==> config.mk <==
export PLATFORM = sky130hd
export DESIGN_NAME = cefl_top
export DESIGN_NICKNAME = d
export VERILOG_FILES = /design/src/hw/cefl_pkg.sv /design/src/hw/cefl_sum.sv /design/src/hw/cefl_top.sv
export VERILOG_INCLUDE_DIRS = /design/src /design/src/hw
export SDC_FILE = /design/constraint.sdc
export NUM_CORES = 1
export LEC_CHECK = 0
export BUFFER_PORTS_ARGS = -buffer_cell sky130_fd_sc_hd__buf_2
export CELL_PAD_IN_SITES_DETAIL_PLACEMENT = 1
export CELL_PAD_IN_SITES_GLOBAL_PLACEMENT = 1
export CORE_MARGIN = 8
export CORE_UTILIZATION = 30
export CTS_BUF_LIST = sky130_fd_sc_hd__clkbuf_16
export DETAILED_ROUTE_END_ITERATION = 7
export PLACE_DENSITY = 0.7
export SLEW_MARGIN = 20
export SYNTH_ARGS = -nofsm -noshare
export SYNTH_HDL_FRONTEND = slang
export SYNTH_HIERARCHICAL = 1
export SYNTH_SLANG_ARGS = --single-unit
==> constraint.sdc <==
create_clock -name I_CLOCK -period 3.7 [get_ports I_CLOCK]
set_input_delay 0.37 -clock I_CLOCK [delete_from_list [all_inputs] [get_ports I_CLOCK]]
set_output_delay 0.37 -clock I_CLOCK [all_outputs]
set_load 0.005 [all_outputs]
==> src/hw/cefl_defs.svh <==
// Offsets, field positions, reset values and counts of the error-flag block.
// Functional notes
// - Watch on: checksum changes raise register-change flag.
// - Register-change flag holds until watch written 0.
// - Data, status, interface mode registers are unwatched.
// - Mode 10: open-drain pin shows OR of flags.
// - Mode 01: inverted pin ORed into conversion fault.
// - Mode 01: pin level readable in level bit.
// - Mode 00 disables pin; 11 makes general output.
// - Append enable adds status after each result.
// - Appended status low two bits hold channel.
// - General output mode drives the level bit.
// - Range faults set conversion fault; data read keeps it.
// - Bad write checksum sets flag; status read clears.
`ifndef CEFL_DEFS_SVH
`define CEFL_DEFS_SVH

// Register indices; the byte address is four times the index.
`define CEFL_IDX_STATUS   8'h00
`define CEFL_IDX_ADCMODE  8'h01
`define CEFL_IDX_INTERFACE_MODE_REGISTER   8'h02
`define CEFL_IDX_REGSUM   8'h03
`define CEFL_IDX_DATA     8'h04
`define CEFL_IDX_PINCFG   8'h06
`define CEFL_IDX_CHAN0    8'h10
`define CEFL_IDX_INTSTAT  8'h30
`define CEFL_IDX_INTMASK  8'h31

// Reset values.
`define CEFL_RST_ADCMODE  16'h2000
`define CEFL_RST_INTERFACE_MODE_REGISTER   16'h0000
`define CEFL_RST_PINCFG   16'h0800
`define CEFL_RST_CHAN0    16'h8001

// Status byte fields.
`define CEFL_ST_CONV      6
`define CEFL_ST_CRC       5
`define CEFL_ST_REG       4

// Interface mode fields.
`define CEFL_IF_APPEND    6
`define CEFL_IF_WATCH     5

// Pin configuration fields.
`define CEFL_PC_MODE_HI   10
`define CEFL_PC_MODE_LO   9
`define CEFL_PC_LEVEL     8

// Interrupt status bits.
`define CEFL_IRQ_CONV     0
`define CEFL_IRQ_CRC      1
`define CEFL_IRQ_REG      2
`define CEFL_IRQ_RESULT   3
`define CEFL_IRQ_BITS     4

// Checksum width.
`define CEFL_SUM_W        24

`endif

==> src/hw/cefl_pkg.sv <==
// Types shared by the error-flag block.
`default_nettype none
package cefl_pkg;
    // Fault pin function, in field encoding order 00, 01, 10, 11.
    typedef enum logic [1:0] {
        CEFL_PIN_OFF,
        CEFL_PIN_IN,
        CEFL_PIN_ERR_OUT,
        CEFL_PIN_GPO
    } cefl_pin_mode_t;

    typedef logic [31:0] cefl_word_t;
endpackage : cefl_pkg
`default_nettype wire

==> src/hw/cefl_sum.sv <==
// Folding checksum over the watched register bits.
`include "cefl_defs.svh"
`default_nettype none
module cefl_sum #(
    parameter int IN_W  = 48,
    parameter int SUM_W = `CEFL_SUM_W
) (
    input  wire logic [IN_W-1:0]  i_bits,
    output logic      [SUM_W-1:0] o_sum
);
    // Each checksum bit is the parity of every SUM_W-th input bit, so any
    // single-bit change always flips exactly one checksum bit.
    genvar k;
    generate
        for (k = 0; k < SUM_W; k++) begin : g_fold
            always_comb begin
                logic acc;
                acc = 1'b0;
                for (int j = k; j < IN_W; j += SUM_W) begin
                    acc = acc ^ i_bits[j];
                end
                o_sum[k] = acc;
            end
        end
    endgenerate
endmodule : cefl_sum
`default_nettype wire

==> src/hw/cefl_top.sv <==
// Error flags, fault pin and status append of the converter, on AHB-Lite.
//
// The AHB-Lite register port and the placing of the registers were chosen for this implementation.
`include "cefl_defs.svh"
`default_nettype none
module cefl_top (
    input  wire logic        I_CLOCK,
    input  wire logic        I_ARST_N,
    input  wire logic        I_HSEL,
    input  wire logic [31:0] I_HADDR,
    input  wire logic [1:0]  I_HTRANS,
    input  wire logic        I_HWRITE,
    input  wire logic [2:0]  I_HSIZE,
    input  wire logic [31:0] I_HWDATA,
    input  wire logic        I_HREADY,
    output logic             O_HREADYOUT,
    output logic             O_HRESP,
    output logic      [31:0] O_HRDATA,
    input  wire logic        I_RESULT_VALID,
    input  wire logic [23:0] I_RESULT,
    input  wire logic [1:0]  I_RESULT_CHAN,
    input  wire logic        I_RANGE_FAULT,
    input  wire logic        I_CRC_BAD,
    output logic             O_OUT_VALID,
    output logic      [31:0] O_OUT_DATA,
    output logic             O_OUT_STATUS_ON,
    input  wire logic        I_FAULT_PIN,
    output logic             O_FAULT_PIN,
    output logic             O_FAULT_PIN_OE,
    output logic             O_IRQ
);
    localparam int WATCH_W = 48;

    logic [15:0]                adcmode;
    logic [15:0]                interface_mode_register;
    logic [15:0]                pincfg;
    logic [15:0]                chan0;
    logic [23:0]                data;
    logic [1:0]                 last_chan;
    logic                       range_flag;
    logic                       crc_fault;
    logic                       reg_change;
    logic                       pin_level;
    logic                       watch_q;
    logic [`CEFL_SUM_W-1:0]     ref_sum;
    logic [`CEFL_SUM_W-1:0]     cur_sum;
    logic [WATCH_W-1:0]         watched;
    logic [`CEFL_IRQ_BITS-1:0]  int_stat;
    logic [`CEFL_IRQ_BITS-1:0]  int_mask;
    logic [`CEFL_IRQ_BITS-1:0]  events;
    logic                       dp_write;
    logic [7:0]                 dp_idx;
    logic                       ap_take;
    logic [7:0]                 ap_idx;
    logic                       wr_now;
    logic                       rd_status;
    logic                       conv_fault;
    logic                       conv_fault_q;
    logic                       watch_on;
    logic                       mismatch;
    logic [7:0]                 status_byte;
    logic [7:0]                 next_status;
    logic [15:0]                pincfg_view;
    cefl_pkg::cefl_pin_mode_t   pin_mode;

    // True when a register index matches the given one.
    function automatic logic hit(input logic [7:0] idx,
                                 input logic [7:0] want);
        hit = (idx == want);
    endfunction : hit

    // Address phase is taken when selected, active and the bus is ready.
    assign ap_take   = I_HSEL && I_HTRANS[1] && I_HREADY;
    assign ap_idx    = I_HADDR[9:2];
    assign wr_now    = dp_write;
    assign rd_status = ap_take && !I_HWRITE
                       && hit(ap_idx, `CEFL_IDX_STATUS);
    assign O_HREADYOUT = 1'b1;
    assign O_HRESP     = 1'b0;

    // Latch the write address for the following data phase.
    always_ff @(posedge I_CLOCK or negedge I_ARST_N) begin
        if (!I_ARST_N) begin
            dp_write <= 1'b0;
            dp_idx   <= 8'h00;
        end else begin
            dp_write <= ap_take && I_HWRITE;
            if (ap_take) begin
                dp_idx <= ap_idx;
            end
        end
    end

    // Pin mode decode and the merged conversion fault.
    assign pin_mode   = cefl_pkg::cefl_pin_mode_t'(
        pincfg[`CEFL_PC_MODE_HI:`CEFL_PC_MODE_LO]);
    assign conv_fault = range_flag
        || (pin_mode == cefl_pkg::CEFL_PIN_IN && !pin_level);
    assign watch_on   = interface_mode_register[`CEFL_IF_WATCH];

    // In input mode the level bit shows the sampled pin.
    always_comb begin
        pincfg_view = pincfg;
        if (pin_mode == cefl_pkg::CEFL_PIN_IN) begin
            pincfg_view[`CEFL_PC_LEVEL] = pin_level;
        end
    end

    // Status byte: flags plus channel of the latest result.
    assign status_byte = {1'b0, conv_fault, crc_fault, reg_change,
                          2'b00, last_chan};
    assign next_status = {1'b0, I_RANGE_FAULT || (!pin_level && pin_mode
                          == cefl_pkg::CEFL_PIN_IN), crc_fault, reg_change,
                          2'b00, I_RESULT_CHAN};

    // Software-held configuration registers.
    always_ff @(posedge I_CLOCK or negedge I_ARST_N) begin
        if (!I_ARST_N) begin
            adcmode <= `CEFL_RST_ADCMODE;
            interface_mode_register  <= `CEFL_RST_INTERFACE_MODE_REGISTER;
            pincfg  <= `CEFL_RST_PINCFG;
            chan0   <= `CEFL_RST_CHAN0;
        end else if (wr_now) begin
            if (hit(dp_idx, `CEFL_IDX_ADCMODE)) begin
                adcmode <= I_HWDATA[15:0];
            end
            if (hit(dp_idx, `CEFL_IDX_INTERFACE_MODE_REGISTER)) begin
                interface_mode_register <= I_HWDATA[15:0];
            end
            if (hit(dp_idx, `CEFL_IDX_PINCFG)) begin
                pincfg <= I_HWDATA[15:0];
            end
            if (hit(dp_idx, `CEFL_IDX_CHAN0)) begin
                chan0 <= I_HWDATA[15:0];
            end
        end
    end

    // Watched bits leave out data, status and interface mode, and the
    // level bit, which follows the pin in input mode.
    assign watched = {adcmode, pincfg[15:9], 1'b0, pincfg[7:0],
                      chan0};

    cefl_sum #(
        .IN_W  (WATCH_W),
        .SUM_W (`CEFL_SUM_W)
    ) u_sum (
        .i_bits (watched),
        .o_sum  (cur_sum)
    );

    assign mismatch = watch_on && watch_q && (cur_sum != ref_sum);

    // Reference checksum is caught as the watch turns on.
    always_ff @(posedge I_CLOCK or negedge I_ARST_N) begin
        if (!I_ARST_N) begin
            watch_q <= 1'b0;
            ref_sum <= '0;
        end else begin
            watch_q <= watch_on;
            if (watch_on && !watch_q) begin
                ref_sum <= cur_sum;
            end
        end
    end

    // Register-change flag holds until the watch is switched off.
    always_ff @(posedge I_CLOCK or negedge I_ARST_N) begin
        if (!I_ARST_N) begin
            reg_change <= 1'b0;
        end else if (mismatch) begin
            reg_change <= 1'b1;
        end else if (!watch_on) begin
            reg_change <= 1'b0;
        end
    end

    // Checksum fault: set by a bad write, cleared by a status read.
    always_ff @(posedge I_CLOCK or negedge I_ARST_N) begin
        if (!I_ARST_N) begin
            crc_fault <= 1'b0;
        end else if (I_CRC_BAD) begin
            crc_fault <= 1'b1;
        end else if (rd_status) begin
            crc_fault <= 1'b0;
        end
    end

    // Range state follows each result; data reads leave it alone.
    always_ff @(posedge I_CLOCK or negedge I_ARST_N) begin
        if (!I_ARST_N) begin
            range_flag <= 1'b0;
            data       <= 24'h000000;
            last_chan  <= 2'b00;
            pin_level  <= 1'b1;
        end else begin
            pin_level <= I_FAULT_PIN;
            if (I_RESULT_VALID) begin
                range_flag <= I_RANGE_FAULT;
                data       <= I_RESULT;
                last_chan  <= I_RESULT_CHAN;
            end
        end
    end

    // Result output, with the status byte appended when enabled.
    always_ff @(posedge I_CLOCK or negedge I_ARST_N) begin
        if (!I_ARST_N) begin
            O_OUT_VALID     <= 1'b0;
            O_OUT_DATA      <= 32'h00000000;
            O_OUT_STATUS_ON <= 1'b0;
        end else begin
            O_OUT_VALID <= I_RESULT_VALID;
            if (I_RESULT_VALID) begin
                O_OUT_STATUS_ON <= interface_mode_register[`CEFL_IF_APPEND];
                if (interface_mode_register[`CEFL_IF_APPEND]) begin
                    O_OUT_DATA <= {I_RESULT, next_status};
                end else begin
                    O_OUT_DATA <= {8'h00, I_RESULT};
                end
            end
        end
    end

    // Fault pin driver per function field.
    always_comb begin
        O_FAULT_PIN    = 1'b1;
        O_FAULT_PIN_OE = 1'b0;
        case (pin_mode)
            cefl_pkg::CEFL_PIN_ERR_OUT: begin
                O_FAULT_PIN    = 1'b0;
                O_FAULT_PIN_OE = conv_fault || crc_fault || reg_change;
            end
            cefl_pkg::CEFL_PIN_GPO: begin
                O_FAULT_PIN    = pincfg[`CEFL_PC_LEVEL];
                O_FAULT_PIN_OE = 1'b1;
            end
            cefl_pkg::CEFL_PIN_IN: begin
                O_FAULT_PIN_OE = 1'b0;
            end
            default: begin
                O_FAULT_PIN_OE = 1'b0;
            end
        endcase
    end

    // Interrupt events are rising flags and each result.
    always_ff @(posedge I_CLOCK or negedge I_ARST_N) begin
        if (!I_ARST_N) begin
            conv_fault_q <= 1'b0;
        end else begin
            conv_fault_q <= conv_fault;
        end
    end
    assign events = {I_RESULT_VALID, mismatch && !reg_change,
                     I_CRC_BAD && !crc_fault, conv_fault && !conv_fault_q};

    // Sticky interrupt status, write one to clear, set wins.
    always_ff @(posedge I_CLOCK or negedge I_ARST_N) begin
        if (!I_ARST_N) begin
            int_stat <= '0;
            int_mask <= '0;
        end else begin
            if (wr_now && hit(dp_idx, `CEFL_IDX_INTSTAT)) begin
                int_stat <= (int_stat & ~I_HWDATA[`CEFL_IRQ_BITS-1:0])
                            | events;
            end else begin
                int_stat <= int_stat | events;
            end
            if (wr_now && hit(dp_idx, `CEFL_IDX_INTMASK)) begin
                int_mask <= I_HWDATA[`CEFL_IRQ_BITS-1:0];
            end
        end
    end
    assign O_IRQ = |(int_stat & int_mask);

    // Read data is prepared in the address phase and held by a flop.
    always_ff @(posedge I_CLOCK or negedge I_ARST_N) begin
        if (!I_ARST_N) begin
            O_HRDATA <= 32'h00000000;
        end else if (ap_take && !I_HWRITE) begin
            case (ap_idx)
                `CEFL_IDX_STATUS:  O_HRDATA <= {24'h000000, status_byte};
                `CEFL_IDX_ADCMODE: O_HRDATA <= {16'h0000, adcmode};
                `CEFL_IDX_INTERFACE_MODE_REGISTER:  O_HRDATA <= {16'h0000, interface_mode_register};
                `CEFL_IDX_REGSUM:  O_HRDATA <= {8'h00, cur_sum};
                `CEFL_IDX_DATA:    O_HRDATA <= {8'h00, data};
                `CEFL_IDX_PINCFG:  O_HRDATA <= {16'h0000, pincfg_view};
                `CEFL_IDX_CHAN0:   O_HRDATA <= {16'h0000, chan0};
                `CEFL_IDX_INTSTAT: O_HRDATA <= {28'h0000000, int_stat};
                `CEFL_IDX_INTMASK: O_HRDATA <= {28'h0000000, int_mask};
                default:           O_HRDATA <= 32'h00000000;
            endcase
        end
    end
endmodule : cefl_top
`default_nettype wire

Word level (Yosys, flattened, before mapping):

Index checks and enable logic that the tools add are counted.
W data, S select, Z words.

* bits in registers: 203
* output and inout bits: 71
* logic and storage cells: 109

* equal/unequal tests: 19
* mux-type cells: 10
* bitwise operators: 28
* reductions and logical operators: 31

Operator list (number)
* $pmux W24 S9: 1
* $eq A8 B6 Y1 const B: 4
* $mux W32: 1
* $eq A8 B2 Y1 const B: 3
* $eq A8 B3 Y1 const B: 3
* $ne A24 B24 Y1: 1
* $xor A1 B1 Y1: 23
* $eq A8 B1 Y1 const B: 2
* $eq A8 B5 Y1 const B: 2
* $logic_and A1 B1 Y1: 14
* $and A4 B4 Y4: 2
* $logic_not A8 Y1: 1
* $or A4 B4 Y4: 2
* $reduce_and A2 Y1: 4
* $logic_not A1 Y1: 6
* $mux W1: 5
* $eq A2 B2 Y1 const B: 2
* $logic_or A1 B1 Y1: 4
* $mux W4: 1
* $not A4 Y4: 1
* $pmux W1 S2: 2
* $reduce_or A4 Y1: 1
* $eq A2 B1 Y1 const B: 1
* $ne A2 B1 Y1 const B: 1
* $reduce_bool A2 Y1: 1

Logic depth before layout (Yosys ltp):

Gate-level depths: netlist of the first run.

* depth after elaboration: 6
* depth in mapped cells: 8
* gate-level depth less buffers: 6

Cells and area by module:

Netlist of the first run, hierarchy kept.

By module, submodules not included
* cefl_top: times used 1, cells an instance 716, area each 8903.5 um2, sequential area each 4885.9 um2
* cefl_sum: times used 1, cells an instance 48, area each 390.4 um2, sequential area each 0.0 um2

Worst setup path before layout of the first run:

Ideal clock, no wire load.

* path type: reg2reg
* from: reg dp_idx[5]
* to: reg pincfg[10]
* library setup time: 125 ps
* data arrival time: 1739 ps
* required time: 3575 ps
* setup slack: 1836 ps
* stages on the path, launching flop included: 7
* cells stage by stage: dfrtp_1 nor4_2 nand3b_1 or3b_1 buf_2 buf_6 mux2_4

* cells in the longest elaborated chain, start to end: 2

RTL lines
* from (decl): line cefl_top.sv:52 `logic [7:0] dp_idx;`
* from (signal assigned): line cefl_top.sv:89 `dp_idx <= ap_idx;`
* $eq A8 B3 Y1: line cefl_top.sv:69 `hit = (idx == want);`
* $reduce_and A2 Y1 (no source line)
* to (signal assigned): line cefl_top.sv:121 `` pincfg <= `CEFL_RST_PINCFG; ``
* to (signal assigned): line cefl_top.sv:131 `pincfg <= I_HWDATA[15:0];`
* to (decl): line cefl_top.sv:36 `logic [15:0] pincfg;`

Every way passes these cells.
A chain may end at the register's enable or synchronous reset.

Worst setup path in the final report of the first run:

* from: reg dp_idx[7]
* to: reg chan0[6]

* cells in the longest elaborated chain, start to end: 2

RTL lines
* $eq A8 B5 Y1: line cefl_top.sv:69
* $reduce_and A2 Y1 (no source line)
* to (signal assigned): line cefl_top.sv:122 `` chan0 <= `CEFL_RST_CHAN0; ``
* to (signal assigned): line cefl_top.sv:134 `chan0 <= I_HWDATA[15:0];`
* to (decl): line cefl_top.sv:37 `logic [15:0] chan0;`

Every way passes these cells.

==> results.md, run 1 <==
- The total via count in the routed design is 6358.
- The number of max-cap violations is 0.
- Derived from the worst setup path, the maximum achievable clock frequency is 390.3 MHz.
- In this run the vertical extent of the chip is 192.0 um.
- The dominant combinational cell family by area after synthesis is multiplexers.
- The maximum number of pins on one net before global-route repair is 102.
- Clock-pin slew was measured on the worst setup and hold paths at 0.07 ns.
- In this run the power density over the cells is 487.9 mW/mm^2.
- For this run, global-route usage on met3 was measured as 0.02524.
- The first TritonRoute pass finished after 8 iterations.
- After detailed routing, the number of remaining DRC violations is 0.
- The post-CTS setup repair buffer count is 0.
- The fraction of final layout cells with drive strength greater than 1 is 0.3612.
- In this run the worst path has a maximum fanout of 9.
- The mean routed wirelength per cell is 21.85 um.
- The first element of the critical path is dp_idx[7].
- The met1 layer usage reported by global route is 0.2003.
- In this run the core area contains 64 standard-cell rows.
- The worst setup path is captured at a flip-flop.
- The critical path capture point is chan0[6].
- VDD sags by at most 336.3 uV.
- The tree is rooted in a clkbuf_16.
- The total of endpoints with negative setup slack in the final report is 0.
- TritonCTS created 17 clock buffers.
- met2 is the most crowded layer.
- Gates resized during post-CTS repair numbered 0.
- The CTS tree is done.
- Once detailed placement completed, the half-perimeter wirelength came to 20080 um.
- The later-pin clock latency in the skew report is 0.44 ns.
- The net switching fraction of the power is 0.2760.
- In this run, post-CTS hold repair placed 0 buffers.
- The total power after layout is 5208 uW.
- The number of global-route vias before repair is 6816.
- The maximum clock insertion buffer count is 2.
- The number of warning messages in the yosys log is 6.
- The detail-routed via count per cell is 5.058.
- The time the worst path needs with I/O delays and setup is 2.562 ns.
- The switching power is 1437 uW.
- The wire length of the first global-routing pass is 42610 um.
- The setup path with the least slack is of type reg2reg.
- The number of synthesized flops with an enable pin is 0.
- For this run, global-route usage on met2 was measured as 0.2509.
- The final antenna-violating net count is 0.
- The number of unique standard cell types used by synthesis is 63.
- For the pin with the worst max-slew slack, the measured transition is 1.083 ns.
- For the final database, setup skew stands at 0.008160 ns.
- The worst register-to-register path ends at chan0[6].
- The placeable core region is 0.03059 mm^2.
- Dividing the synthesized area by the synthesized cell count gives 12.16 um^2.
- The post-synthesis instance area is 0.009294 mm^2.
- The final max-slew violation count was 0.
- The fill cell total of the finished layout is 3388.
- The initial core utilization is 0.3038.
- The final estimated routing congestion in global placement is 0.8057.
- The depth of the most critical reg-to-reg path is 4.
- Synthesis inferred 195 register bits.
- Of the post-synthesis cell area, the dominant cell type holds 0.5116.
- The area fraction in compound gates after synthesis is 0.08562.
- Summed over all failing endpoints, the final setup total negative slack is 0 ns.
- The width of the chip is 192.0 um.
- The floorplan step defined a die boundary enclosing 0.03687 mm^2.
- The violation count after the first detailed-route iteration is 457.
- The clock group share of total power is 0.348.
- Once placement finished, the instance area stood at 0.01010 mm^2.
- The total global routing overflow is 0.
- The number of instances in the synthesized netlist is 764.
- The combinational cell fraction of total power is 0.156.
- Ranked by total cell area, the synthesized netlist is headed by dfrtp_1 51%, mux2_2 14%, mux2i_1 4.2%.
- The worst register-to-register path begins at dp_idx[7].
- Of the total synthesized cell area, the portion taken by full adders, half adders and majority gates is 0.
- Of the total synthesized cell area, the portion taken by XOR and XNOR cells is 0.04523.
- Of the available clock period, the critical path in the final layout requires 0.6924.
- With fillers left out, the area of the finished cells amounts to 0.01067 mm^2.
- Traced cell by cell, the critical path runs through nor4bb_1 > nor4bb_4 > buf_4 > mux2_2.
- On the worst path, the slowest cell contributes a delay of 0.80 ns.
- 175 I/O pins were placed.
- The hold violation count in the final report is 0.
- Measured against its own limit, the worst slew margin works out to 0.2780.
- In the synthesized netlist the dominant register cell turns out to be dfrtp_1.
- The type of the worst min-delay path is in2async.
- Compared with the post-synthesis result, the final layout area differs by 14.85%.
- The largest total area in the synthesized netlist belongs to dfrtp_1.
- Setup repair after global routing left no endpoint under its margin.
- The share of flip-flops with an asynchronous set or reset is 1.000.
- The overall track demand over capacity in global routing is 0.1520.
- The flow ran to the end, and the final reports show no timing, DRC or antenna violations.
- The worst endpoint data arrival time is 2.88 ns.
- After the last flow step, the layout net total stands at 952.
- The number of antenna violations at the first check in global routing was 1.
- The count of port buffers added during placement is 120.
- At the worst endpoint, the required time is 4.02 ns.
- For this design, the sink count on the clock tree is 195.
- Wires add up to 27470 um.
- In this run the number of H-tree levels came out at 4.
- The slack of the worst reg-to-reg path is 1.14 ns.
- After synthesis, the share of cell area in mux cells is 0.2048.
- The highest-delay cell along the critical path is nor4bb_4.
- The leakage power total is 0.004705 uW.
- The sequential cell area fraction in the yosys report is 0.5257.
- 0 antenna diodes ended up in the layout.
- The portion of total power attributed to sequential cells is 0.496.
- STA classifies the critical path startpoint as a flip-flop.
- The design internal power is 3771 uW.
- Of the total synthesized cell area, the portion taken by AND, OR, NAND and NOR gates is 0.08185.
-- layout by cell type (no fill, tap or decap), types with 3 or more instances in the layout --
| cell | netlist | final |
|---|---|---|
| buf_4 | 38 | 10 |
| nand4_1 | 5 | 5 |
| nand2_1 | 15 | 15 |
| a21oi_1 | 37 | 37 |
| nor4_1 | 5 | 5 |
| nand3_1 | 13 | 13 |
| dfstp_2 | 5 | 5 |
| xnor2_1 | 8 | 8 |
| a22oi_1 | 6 | 6 |
| conb_1 | 2 | 11 |
| nor2_1 | 69 | 68 |
| o21ai_0 | 17 | 17 |
| xor2_1 | 40 | 40 |
| nand3b_1 | 4 | 4 |
| nand2b_1 | 5 | 5 |
| a211oi_1 | 4 | 4 |
| dfrtp_1 | 190 | 190 |
| clkbuf_16 | 0 | 17 |
| inv_1 | 16 | 19 |
| mux2_4 | 10 | 10 |
| mux2i_1 | 39 | 39 |
| a311oi_1 | 10 | 10 |
| a221oi_1 | 9 | 9 |
| a222oi_1 | 10 | 10 |
| mux2_2 | 119 | 119 |
| nor3_1 | 4 | 4 |
| buf_2 | 14 | 119 |
| a22o_1 | 4 | 4 |
| inv_6 | 0 | 3 |
-- critical path, delay by kind of cell, from the launching register on --
| kind | cells | cell delay, ns |
|---|---|---|
| AND/OR/NAND/NOR | 2 | 1.35 |
| flip-flops | 1 | 0.40 |
| multiplexers | 1 | 0.35 |
| buffers and inverters | 1 | 0.33 |
-- state kept, by name, indices dropped and copies added (netlist names) --
signal                   flops
O_HRDATA                    24
O_OUT_DATA                  32
O_OUT_STATUS_ON              1
O_OUT_VALID                  1
adcmode                     16
chan0                       16
conv_fault_q                 1
crc_fault                    1
data                        24
dp_idx                       8
dp_write                     1
int_mask                     4
int_stat                     4
interface_mode_register     16
last_chan                    2
pin_level                    1
pincfg                      16
range_flag                   1
ref_sum                     24
reg_change                   1
watch_q                      1
-- stage by stage --
step	worst slack (ns)	hold WS (ns)	utilization	cells
floorplan	1.836	0.07441	-	773
global placement	1.130	0.4690	0.3303	1225
detailed placement	1.092	0.4767	0.3303	1225
CTS	1.133	0.007846	0.3489	1257
global route	1.017	0.007670	0.3489	1257
finish	1.138	0.01307	0.3489	1257
-- worst min-delay path by stage --
stage / depth (start not counted) / end / start / slack [ns]
after global routing: 1 / pin_level / I_FAULT_PIN / 0.008
after global placement: 2 / O_HRDATA[19] / O_HRDATA[19] / 0.47
final: 1 / O_OUT_DATA[8] / I_ARST_N / 0.01
after detailed placement: 1 / pin_level / I_FAULT_PIN / 0.48
after floorplan: 0 / O_HRDATA[0] / I_ARST_N / 0.07
after CTS: 1 / pin_level / I_FAULT_PIN / 0.008
-- area by class of cell --
cell class | instances | area (um^2) | share of cell area
multi-input combinational | 486 | 3939 | 0.3690
timing repair buffer | 132 | 724.4 | 0.06787
inverter | 16 | 60.06 | 0.005627
tap | 396 | 495.5 | 0.04642
clock inverter | 15 | 143.9 | 0.01348
sequential | 195 | 4886 | 0.4577
clock buffer | 17 | 425.4 | 0.03985
-- layer usage --
| metal | part of all wire | routed length (um) |
|---|---|---|
| met1 | 0.44 | 12180 |
| met3 | 0.042 | 1141 |
| met5 | 0.00044 | 12 |
| met4 | 0.021 | 575 |
| met2 | 0.49 | 13560 |
-- cells in the mapped netlist (5+ instances only) --
cell      number
dfrtp_1      190
mux2_2       119
nor2_1        69
xor2_1        40
mux2i_1       39
buf_4         38
a21oi_1       37
clkbuf_1      20
o21ai_0       17
inv_1         16
nand2_1       15
buf_2         14
nand3_1       13
a222oi_1      10
a311oi_1      10
mux2_4        10
a221oi_1       9
xnor2_1        8
a22oi_1        6
dfstp_2        5
nand2b_1       5
nand4_1        5
nor4_1         5
-- kinds of logic after synthesis --
family	count (synthesis)
DFF	195
muxes	169
and+or+nand+nor	144
AOI/OAI and AO/OA	114
buffers and inverters	92
xor gates and xnor gates	48
other	2
-- power by group through the flow --
stage               Sequential, uW  Combinational (uW)  Clock (uW)
detailed placement            2630                 822           0
floorplan                     2570                 518           0
finish                        2580                 810        1810
CTS                           2580                 828        1850
global route                  2620                 895        1930
global placement              2610                 804           0
No activity file was read; power rests on OpenSTA's default activity.
==> run 2: changes to the inputs <==
- ABC_AREA: not set -> 1
- PLACE_DENSITY: 0.7 -> 0.74
- clock period: 3.7 -> 2.5 ns (I/O delays scaled with it)
==> run 2 against run 1 <==
Net effect: routed wire length grew 20%; non-clock buffer count grew 14; total power grew 64%; first-iteration DRC count grew 37%; clock power grew 57%; combinational power grew 110%; area after synthesis grew 5.1%; sequential cell count is the same; via count grew 38%; critical path type is now reg2out; largest cell class unchanged.
==> results.md, run 2 <==
- The flow ran to the end, and the final reports show no timing, DRC or antenna violations.
- The post-CTS clock slew at the launch and capture registers of the worst setup and hold paths is 0.08 ns (about the same).
- The core utilization of the finished layout is 0.3500 (+0.001012).
- The initial core utilization came to 0.3026 (-0.001224).
- The sink count of the clock tree came to 195 (unchanged).
- The top cell types in the final layout, fill and taps aside, are 474 x nand2_1, 190 x dfrtp_1, 167 x inv_1, 138 x o21ai_0, 119 x buf_2.
- The width of the chip is 196.5 um (+2.3%).
- The critical register-to-register path endpoint is int_stat[2].
- The number of synthesized flops with an enable pin came to 0 (unchanged).
- The wire length of the first global-routing pass is 52630 um (+24%).
- The placeable core region came to 0.03229 mm^2 (+5.6%).
- The final wirelength came to 33030 um (+20%).
- The total inserted antenna cells is 0 (unchanged).
- The total global routing overflow is 0 (unchanged).
- The detailed-router iteration count before antenna repair is 5 (-3).
- The upper clock frequency limit is 425.1 MHz.
- Dividing the final minimum period by the clock period gives 0.9411.
- The multiplexer fraction of the synthesized cell area was 0 (-0.2048).
- Leaving out fill and tap cells, the most frequent cell in the layout is nand2_1.
- The post-route clock skew is 0.01657 ns (+0.008410 ns).
- The number of antenna violations at the first check in global routing was 0 (-1).
- The net switching fraction of the power came to 0.3411 (+0.06516).
- The number of buffers added by the clock tree synthesis step is 17 (unchanged).
- The minimum setup slack in the final design came to 0.1474 ns (-0.9907 ns).
- The post-detailed-placement half-perimeter wirelength is 23920 um (+19%).
- The transition time at the pin with the least slew margin is 0.6309 ns (-0.4521 ns).
- The mean routed wirelength per cell came to 17.91 um (-18%).
- The portion of total power attributed to sequential cells is 0.464 (-0.032).
- The worst slew margin relative to its limit is 0.5778 (+0.2998).
- The share of flip-flops with an asynchronous set or reset is 1.000 (unchanged).
- The number of placement rows is 66 (+3.1%).
- The number of instances in the synthesized netlist is 1300 (+70%).
- The count of port buffers added during placement was 120 (unchanged).
- The number of max-cap violations is 0 (unchanged).
- The maximum number of pins on one net before global-route repair is 54 (-47%).
- The final max-slew violation count was 0 (unchanged).
- Sorting the synthesized cells by how often they occur yields 474 x nand2_1, 190 x dfrtp_1, 167 x inv_1, 138 x o21ai_0, 91 x nand3_1.
- The number of flip-flops in the largest register was 32 (unchanged).
- The met3 capacity usage during global routing is 0.02746 (+0.002224).
- The final hold slack is 0.02509 ns (+0.01202 ns).
- The number of warning messages in the yosys log was 6 (unchanged).
- The final-stage net count is 1493 (+57%).
- The total via count in the routed design is 8747 (+38%).
- The simple-gate share of the synthesized area is 0.2748 (+0.1930).
- The maximum clock insertion buffer count came to 2 (unchanged).
- The slack of the worst reg-to-reg path is 0.60 ns (-0.54 ns).
- The power density relative to cell area is 756.0 mW/mm^2 (+55%).
- The hold violation count in the final report came to 0 (unchanged).
- The clock group share of total power is 0.333 (-0.015).
- The peak fanout along the critical path is 5 (-4).
- The violation count after the first detailed-route iteration is 628 (+37%).
- The CTS tree is done.
- The most used flip-flop cell after synthesis is dfrtp_1.
- The pre-CTS setup slack was 0.5419 ns (-0.5504 ns).
- The met2 capacity usage during global routing came to 0.2846 (+0.03373).
- The adder-cell share of the synthesized area is 0 (unchanged).
- Setup repair after global routing left no endpoint under its margin.
- The number of global-route vias before repair was 9277 (+36%).
- The post-synthesis instance area is 0.009771 mm^2 (+5.1%).
- The later-pin clock latency in the skew report is 0.45 ns (about the same).
- The switching power is 2914 uW (+100%).
- In this run the critical register-to-register path is launched from adcmode[13].
- The area fraction in compound gates after synthesis is 0.1040 (+0.01836).
- The combinational cell fraction of total power came to 0.204 (+0.048).
- For the finished layout, the period the worst path requires is 2.353 ns.
- The total power after layout is 8543 uW (+64%).
- The overall track demand over capacity in global routing came to 0.1738 (+0.02176).
- The depth of the most critical reg-to-reg path is 10 (+6).
- Sorting the synthesized cells by area gives the leading types as dfrtp_1 49%, nand2_1 18%, o21ai_0 7.1%.
- The fraction of final layout cells with drive strength greater than 1 was 0.1398 (-0.2214).
- The height of the die came to 196.5 um (+2.3%).
- The number of ports placed on the die boundary is 175 (unchanged).
- After global routing, the most crowded layer is met2.
- The final estimated routing congestion in global placement was 0.8219 (+2.0%).
- The leakage power total is 0.006316 uW (+34%).
- The path class of the tightest hold or removal check is in2reg.
- The first element of the critical path is pincfg[9].
- STA classifies the critical path startpoint as a flip-flop.
- The top cell type's share of synthesized area is 0.4866 (-0.02496).
- The sum of negative setup slack was 0 ns (unchanged).
- The most area-hungry cell type in the Yosys netlist is dfrtp_1.
- The count of instances resized after the clock tree is built came to 0 (unchanged).
- The area growth from synthesis to layout is 15.65%.
- The DRC violation count after routing is 0 (unchanged).
- The number of flip-flops and latches in the synthesized netlist is 195 (unchanged).
- CTS placed an instance of clkbuf_16 at the clock tree root.
- The mean area per synthesized cell is 7.516 um^2 (-38%).
- The worst setup path is of the reg2out kind.
- The design internal power was 5628 uW (+49%).
- The final antenna-violating net count is 0 (unchanged).
- The maximum vdd drop was 519.4 uV (+54%).
- The register with the most flip-flops in the final layout is O_OUT_DATA.
- The detail-routed via count per cell is 4.743 (-6.2%).
- The worst setup path is captured at an output pin.
- The data required time at the worst endpoint was 2.25 ns (-1.77 ns).
- The worst endpoint data arrival time is 2.10 ns (-0.78 ns).
- The post-synthesis share of cell area spent on xor and xnor gates is 0.001793 (-0.04344).
- The die outline area is 0.03860 mm^2 (+4.7%).
- The level count of the clock H-tree is 4 (unchanged).
- The total of endpoints with negative setup slack in the final report was 0 (unchanged).
- The dominant combinational cell family by area after synthesis is simple AND/OR/NAND/NOR gates.
- The most used standard cell by instance count after synthesis is nand2_1.
- The sequential cell area fraction in the yosys report was 0.5001 (-0.02565).
- The number of unique standard cell types used by synthesis is 33 (-48%).
- The met1 layer usage reported by global route is 0.2287 (+0.02839).
- The critical path ends at O_FAULT_PIN_OE.
-- run 2: changes by cell type after synthesis, sizes merged, moves of 37 or more --
cell | before | now
mux2 | 129 | 0
inv | 16 | 172
xor2 | 40 | 2
nand3 | 13 | 93
o21ai | 17 | 150
nand2 | 17 | 475
a21oi | 37 | 0
mux2i | 39 | 0
-- run 2: worst max-delay path, stage by stage, from the launching register on --
cell and delay [ns]:
dfrtp_1 0.45, inv_1 0.11, nor2_1 0.17, nand2_1 0.17, nand2_1 0.25, inv_1 0.10
a41oi_1 0.24, buf_2 0.17
-- run 2: power groups by stage --
stage / registers (uW) / logic (uW) / clock network [uW]
after floorplan: 3920 / 1270 / 0
after global placement: 3990 / 1650 / 0
after detailed placement: 4020 / 1740 / 0
after CTS: 3960 / 1760 / 2890
after global routing: 4030 / 2010 / 3000
final: 3960 / 1740 / 2840
-- run 2: worst min-delay path by stage --
stage,endpoint,startpoint,depth (start not counted)
floorplan,O_HRDATA[0],I_ARST_N,0
CTS,dp_write,I_HWRITE,3
global placement,O_OUT_DATA[31],I_ARST_N,1
detailed placement,O_OUT_DATA[31],I_ARST_N,1
global route,dp_write,I_HWRITE,3
finish,crc_fault,I_CRC_BAD,3
-- run 2: logic make-up after synthesis --
kind of cell,Yosys count
buffers and inverters,259
XOR/XNOR,2
AO/OA/AOI/OAI,184
flip-flops,195
other,2
AND/OR/NAND/NOR,658
-- run 2: final cells by class --
cell class | instances | area (um^2)
fill | 4023 | 20990
sequential | 195 | 4886
multi-input combinational | 856 | 3764
timing repair buffer | 146 | 847.1
inverter | 173 | 649.4
tap | 442 | 553.0
clock buffer | 17 | 425.4
clock inverter | 15 | 175.2
-- run 2: repair_timing --
| item | 4_1_cts | 5_1_grt |
|---|---|---|
| hold buffers | 2 | 0 |
| buffers inserted | 0 | 0 |
| endpoints found under the hold margin | 48 | 0 |
-- run 2: layer usage --
| metal | vias up | routed length [um] |
|---|---|---|
| li1 | 4194 | - |
| met1 | 4326 | 15390 |
| met2 | 185 | 15410 |
| met3 | 42 | 1370 |
| met4 | 0 | 860 |
| met5 | - | 0 |
-- run 2: stage by stage --
step	cells	area [um^2]
after global routing	1844	11300
after global placement	1810	10680
after CTS	1844	11300
final	1844	11300
after detailed placement	1810	10680
after floorplan	1310	9808
==> run 3: changes to the inputs <==
- ABC_AREA: 1 -> not set
- PLACE_DENSITY: 0.74 -> 0.7
==> run 3 against run 2 <==
Net effect: global-route usage is 1.8 points lower; core utilization is 0.78 points higher; combinational power is 29% lower; sequential share of layout area is 1.4 points higher; critical path type is now reg2reg; largest power group unchanged; highest routed layer unchanged.
==> results.md, run 3 (synthesized netlist as in run 1, its figures left out) <==
- The number of placement rows is 64 (-3.0%).
- In this run the clock root is driven by a clkbuf_16.
- The peak fanout along the critical path is 3 (-2).
- The number of buffer and inverter instances along the worst setup path came to 0 (-3).
- The number of global-route vias before repair was 7043 (-24%).
- Setup repair after global routing left no endpoint under its margin.
- The worst slew margin relative to its limit is 0.5813 (+0.003482).
- The depth of the most critical reg-to-reg path is 6 (-4).
- The detailed-router iteration count before antenna repair is 6 (+1).
- The fraction of final layout cells with drive strength greater than 1 was 0.3827 (+0.2429).
- The critical path capture point is int_stat[2].
- The maximum clock insertion buffer count is 2 (unchanged).
- The height of the die is 192.0 um (-2.3%).
- The run finished with clean final reports.
- The final-stage net count is 982 (-34%).
- The post-CTS setup repair buffer count is 0 (unchanged).
- The number of max-cap violations was 0 (unchanged).
- The transition time at the pin with the least slew margin is 0.6280 ns (-0.002893 ns).
- The number of antenna violations at the first check in global routing is 0 (unchanged).
- The data required time at the worst endpoint is 2.83 ns (+0.58 ns).
- The ratio of final minimum period to clock period is 0.8605 (-0.08058).
- The sink count of the clock tree is 195 (unchanged).
- The power density relative to cell area is 717.1 mW/mm^2 (-5.1%).
- The final max-slew violation count is 0 (unchanged).
- The final wirelength was 28150 um (-15%).
- The violation count after the first detailed-route iteration is 431 (-31%).
- The first element of the critical path is pincfg[11].
- The source of the worst register-to-register timing path is pincfg[11].
- The post-CTS clock slew at the launch and capture registers of the worst setup and hold paths is 0.08 ns (about the same).
- The later-pin clock latency in the skew report is 0.43 ns (-0.02 ns).
- The count of instances resized after the clock tree is built is 0 (unchanged).
- The total global routing overflow was 0 (unchanged).
- The post-detailed-placement half-perimeter wirelength is 20760 um (-13%).
- The DRC violation count after routing is 0 (unchanged).
- The logic depth of the worst setup path including buffers is 6 (-1).
- The number of flip-flops in the largest register is 32 (unchanged).
- The maximum number of pins on one net before global-route repair is 74 (+37%).
- The cell family contributing the most delay on the critical path is compound AO/OA/AOI/OAI gates.
- The width of the chip is 192.0 um (-2.3%).
- The placement-stage cell area is 0.01033 mm^2 (-3.3%).
- The leakage power total is 0.004859 uW (-23%).
- The detail-routed via count per cell was 5.037 (+6.2%).
- The worst endpoint data arrival time is 2.48 ns (+0.38 ns).
- The initial core utilization is 0.3038 (+0.001224).
- The time the worst path needs with I/O delays and setup is 2.151 ns (-0.2014 ns).
- The hold violation count in the final report is 0 (unchanged).
- The type of the worst min-delay path is in2reg.
- The critical path's largest stage delay came to 0.56 ns (+0.11 ns).
- In the layout the commonest cells are 190 x dfrtp_1, 119 x mux2_2, 119 x buf_2, 68 x nor2_1, 40 x xor2_1.
- The critical register-to-register path endpoint is int_stat[2].
- In this design, the critical path's most frequently occurring cell is xor2_1.
- The slack of the worst reg-to-reg path came to 0.35 ns (-0.25 ns).
- The pre-CTS setup slack is 0.3175 ns (-0.2245 ns).
- The final instance count without filler cells is 1287 (-30%).
- The number of ports placed on the die boundary is 175 (unchanged).
- The post-route clock skew came to 0.009863 ns (-0.006707 ns).
- The final estimated routing congestion in global placement is 0.7965 (-3.1%).
- The die outline area is 0.03687 mm^2 (-4.5%).
- The kind of start point of the critical path is a flip-flop.
- The level count of the clock H-tree is 4 (unchanged).
- The total of endpoints with negative setup slack in the final report is 0 (unchanged).
- The area of all placed cells without fillers is 0.01094 mm^2 (-3.1%).
- The count of port buffers added during placement is 120 (unchanged).
- The most frequent standard cell in the layout excluding fill and tap cells is dfrtp_1.
- The endpoint type of the worst setup path is a flip-flop.
- The placeable core region came to 0.03059 mm^2 (-5.3%).
- The instance count after placement with tap cells included is 1253 (-31%).
- The hold path depth came to 2 (-1).
- The total via count in the routed design is 6482 (-26%).
- The sum of negative setup slack came to 0 ns (unchanged).
- The overall track demand over capacity in global routing is 0.1558 (-0.01799).
- The mean routed wirelength per cell is 21.87 um (+22%).
- The critical path goes through xor2_1 > xor2_1 > nor4_1 > nand4_1 > o31a_1 > a32o_1.
- The upper clock frequency limit came to 464.9 MHz (+9.4%).
- The highest-delay cell along the critical path is dfstp_2.
- The wire length of the first global-routing pass is 43770 um (-17%).
- The number of buffers added by the clock tree synthesis step came to 17 (unchanged).
- The final antenna-violating net count is 0 (unchanged).
- The critical path is of the reg2reg type.
- The total inserted antenna cells is 0 (unchanged).
- The register with the most flip-flops is O_OUT_DATA.
- The maximum vdd drop came to 488.9 uV (-5.9%).
- TritonCTS built the clock tree.
- From synthesis to final layout, the design area changed by 17.76%.
- The minimum setup slack in the final design came to 0.3488 ns (+0.2014 ns).
- The total of hold buffers inserted after clock tree synthesis is 2 (unchanged).
run 3: cell count changes in the layout (fill, tap and decap cells not counted), sizes merged, moves of 16 or more:
| cell | delta |
|---|---|
| nand2 | -458 |
| buf | +16 |
| mux2i | +39 |
| inv | -155 |
| xor2 | +38 |
| nand3 | -80 |
| mux2 | +129 |
| o21ai | -133 |
| a21oi | +37 |
run 3: worst min path at each step:
stage	startpoint	end	slack, ns
floorplan	I_ARST_N	O_HRDATA[0]	-0.05
global placement	I_ARST_N	O_OUT_DATA[8]	0.31
detailed placement	I_ARST_N	O_OUT_DATA[9]	0.32
CTS	I_CRC_BAD	crc_fault	0.006
global route	I_CRC_BAD	crc_fault	0.02
finish	I_CRC_BAD	crc_fault	0.02
run 3: final cells by class:
class	count	area, um^2
fillers	3389	19650
flip-flops and latches	195	4886
multi-input cells	486	3939
repair buffers	162	967.2
well taps	396	495.5
clock buffers	17	425.4
clock inverters	15	171.4
inverters	16	60.06
run 3: metal layers:
| metal | track usage | vias up | part of all wire |
|---|---|---|---|
| met1 | 0.2034 | 3385 | 0.45 |
| met5 | 0 | - | 0 |
| met2 | 0.2594 | 141 | 0.49 |
| met4 | 0.04994 | 0 | 0.022 |
| met3 | 0.02651 | 34 | 0.033 |
| li1 | - | 2922 | - |
run 3: worst register-to-register path: stages (launching register included):
cell and delay (ns):
dfstp_2 0.56, xor2_1 0.27, xor2_1 0.13, nor4_1 0.31, nand4_1 0.14, o31a_1 0.34, a32o_1 0.28
run 3: per-stage QoR:
stage,utilization,hold slack [ns],power [uW]
3_5_place_dp,0.3376,0.3171,5136
2_1_floorplan,-,-0.04559,4571
5_1_grt,0.3578,0.02206,8202
4_1_cts,0.3578,0.005641,7951
3_3_place_gp,0.3376,0.3109,5077
6_report,0.3578,0.01977,7848
run 3: report_power, final:
| group | total [uW] | switching (uW) | leakage (uW) | internal [uW] |
|---|---|---|---|---|
| clock network | 2780 | 1360 | 0.000289 | 1430 |
| registers | 3820 | 286 | 0.00231 | 3540 |
| logic | 1240 | 641 | 0.00226 | 602 |
| total | 7850 | 2280 | 0.00486 | 5570 |
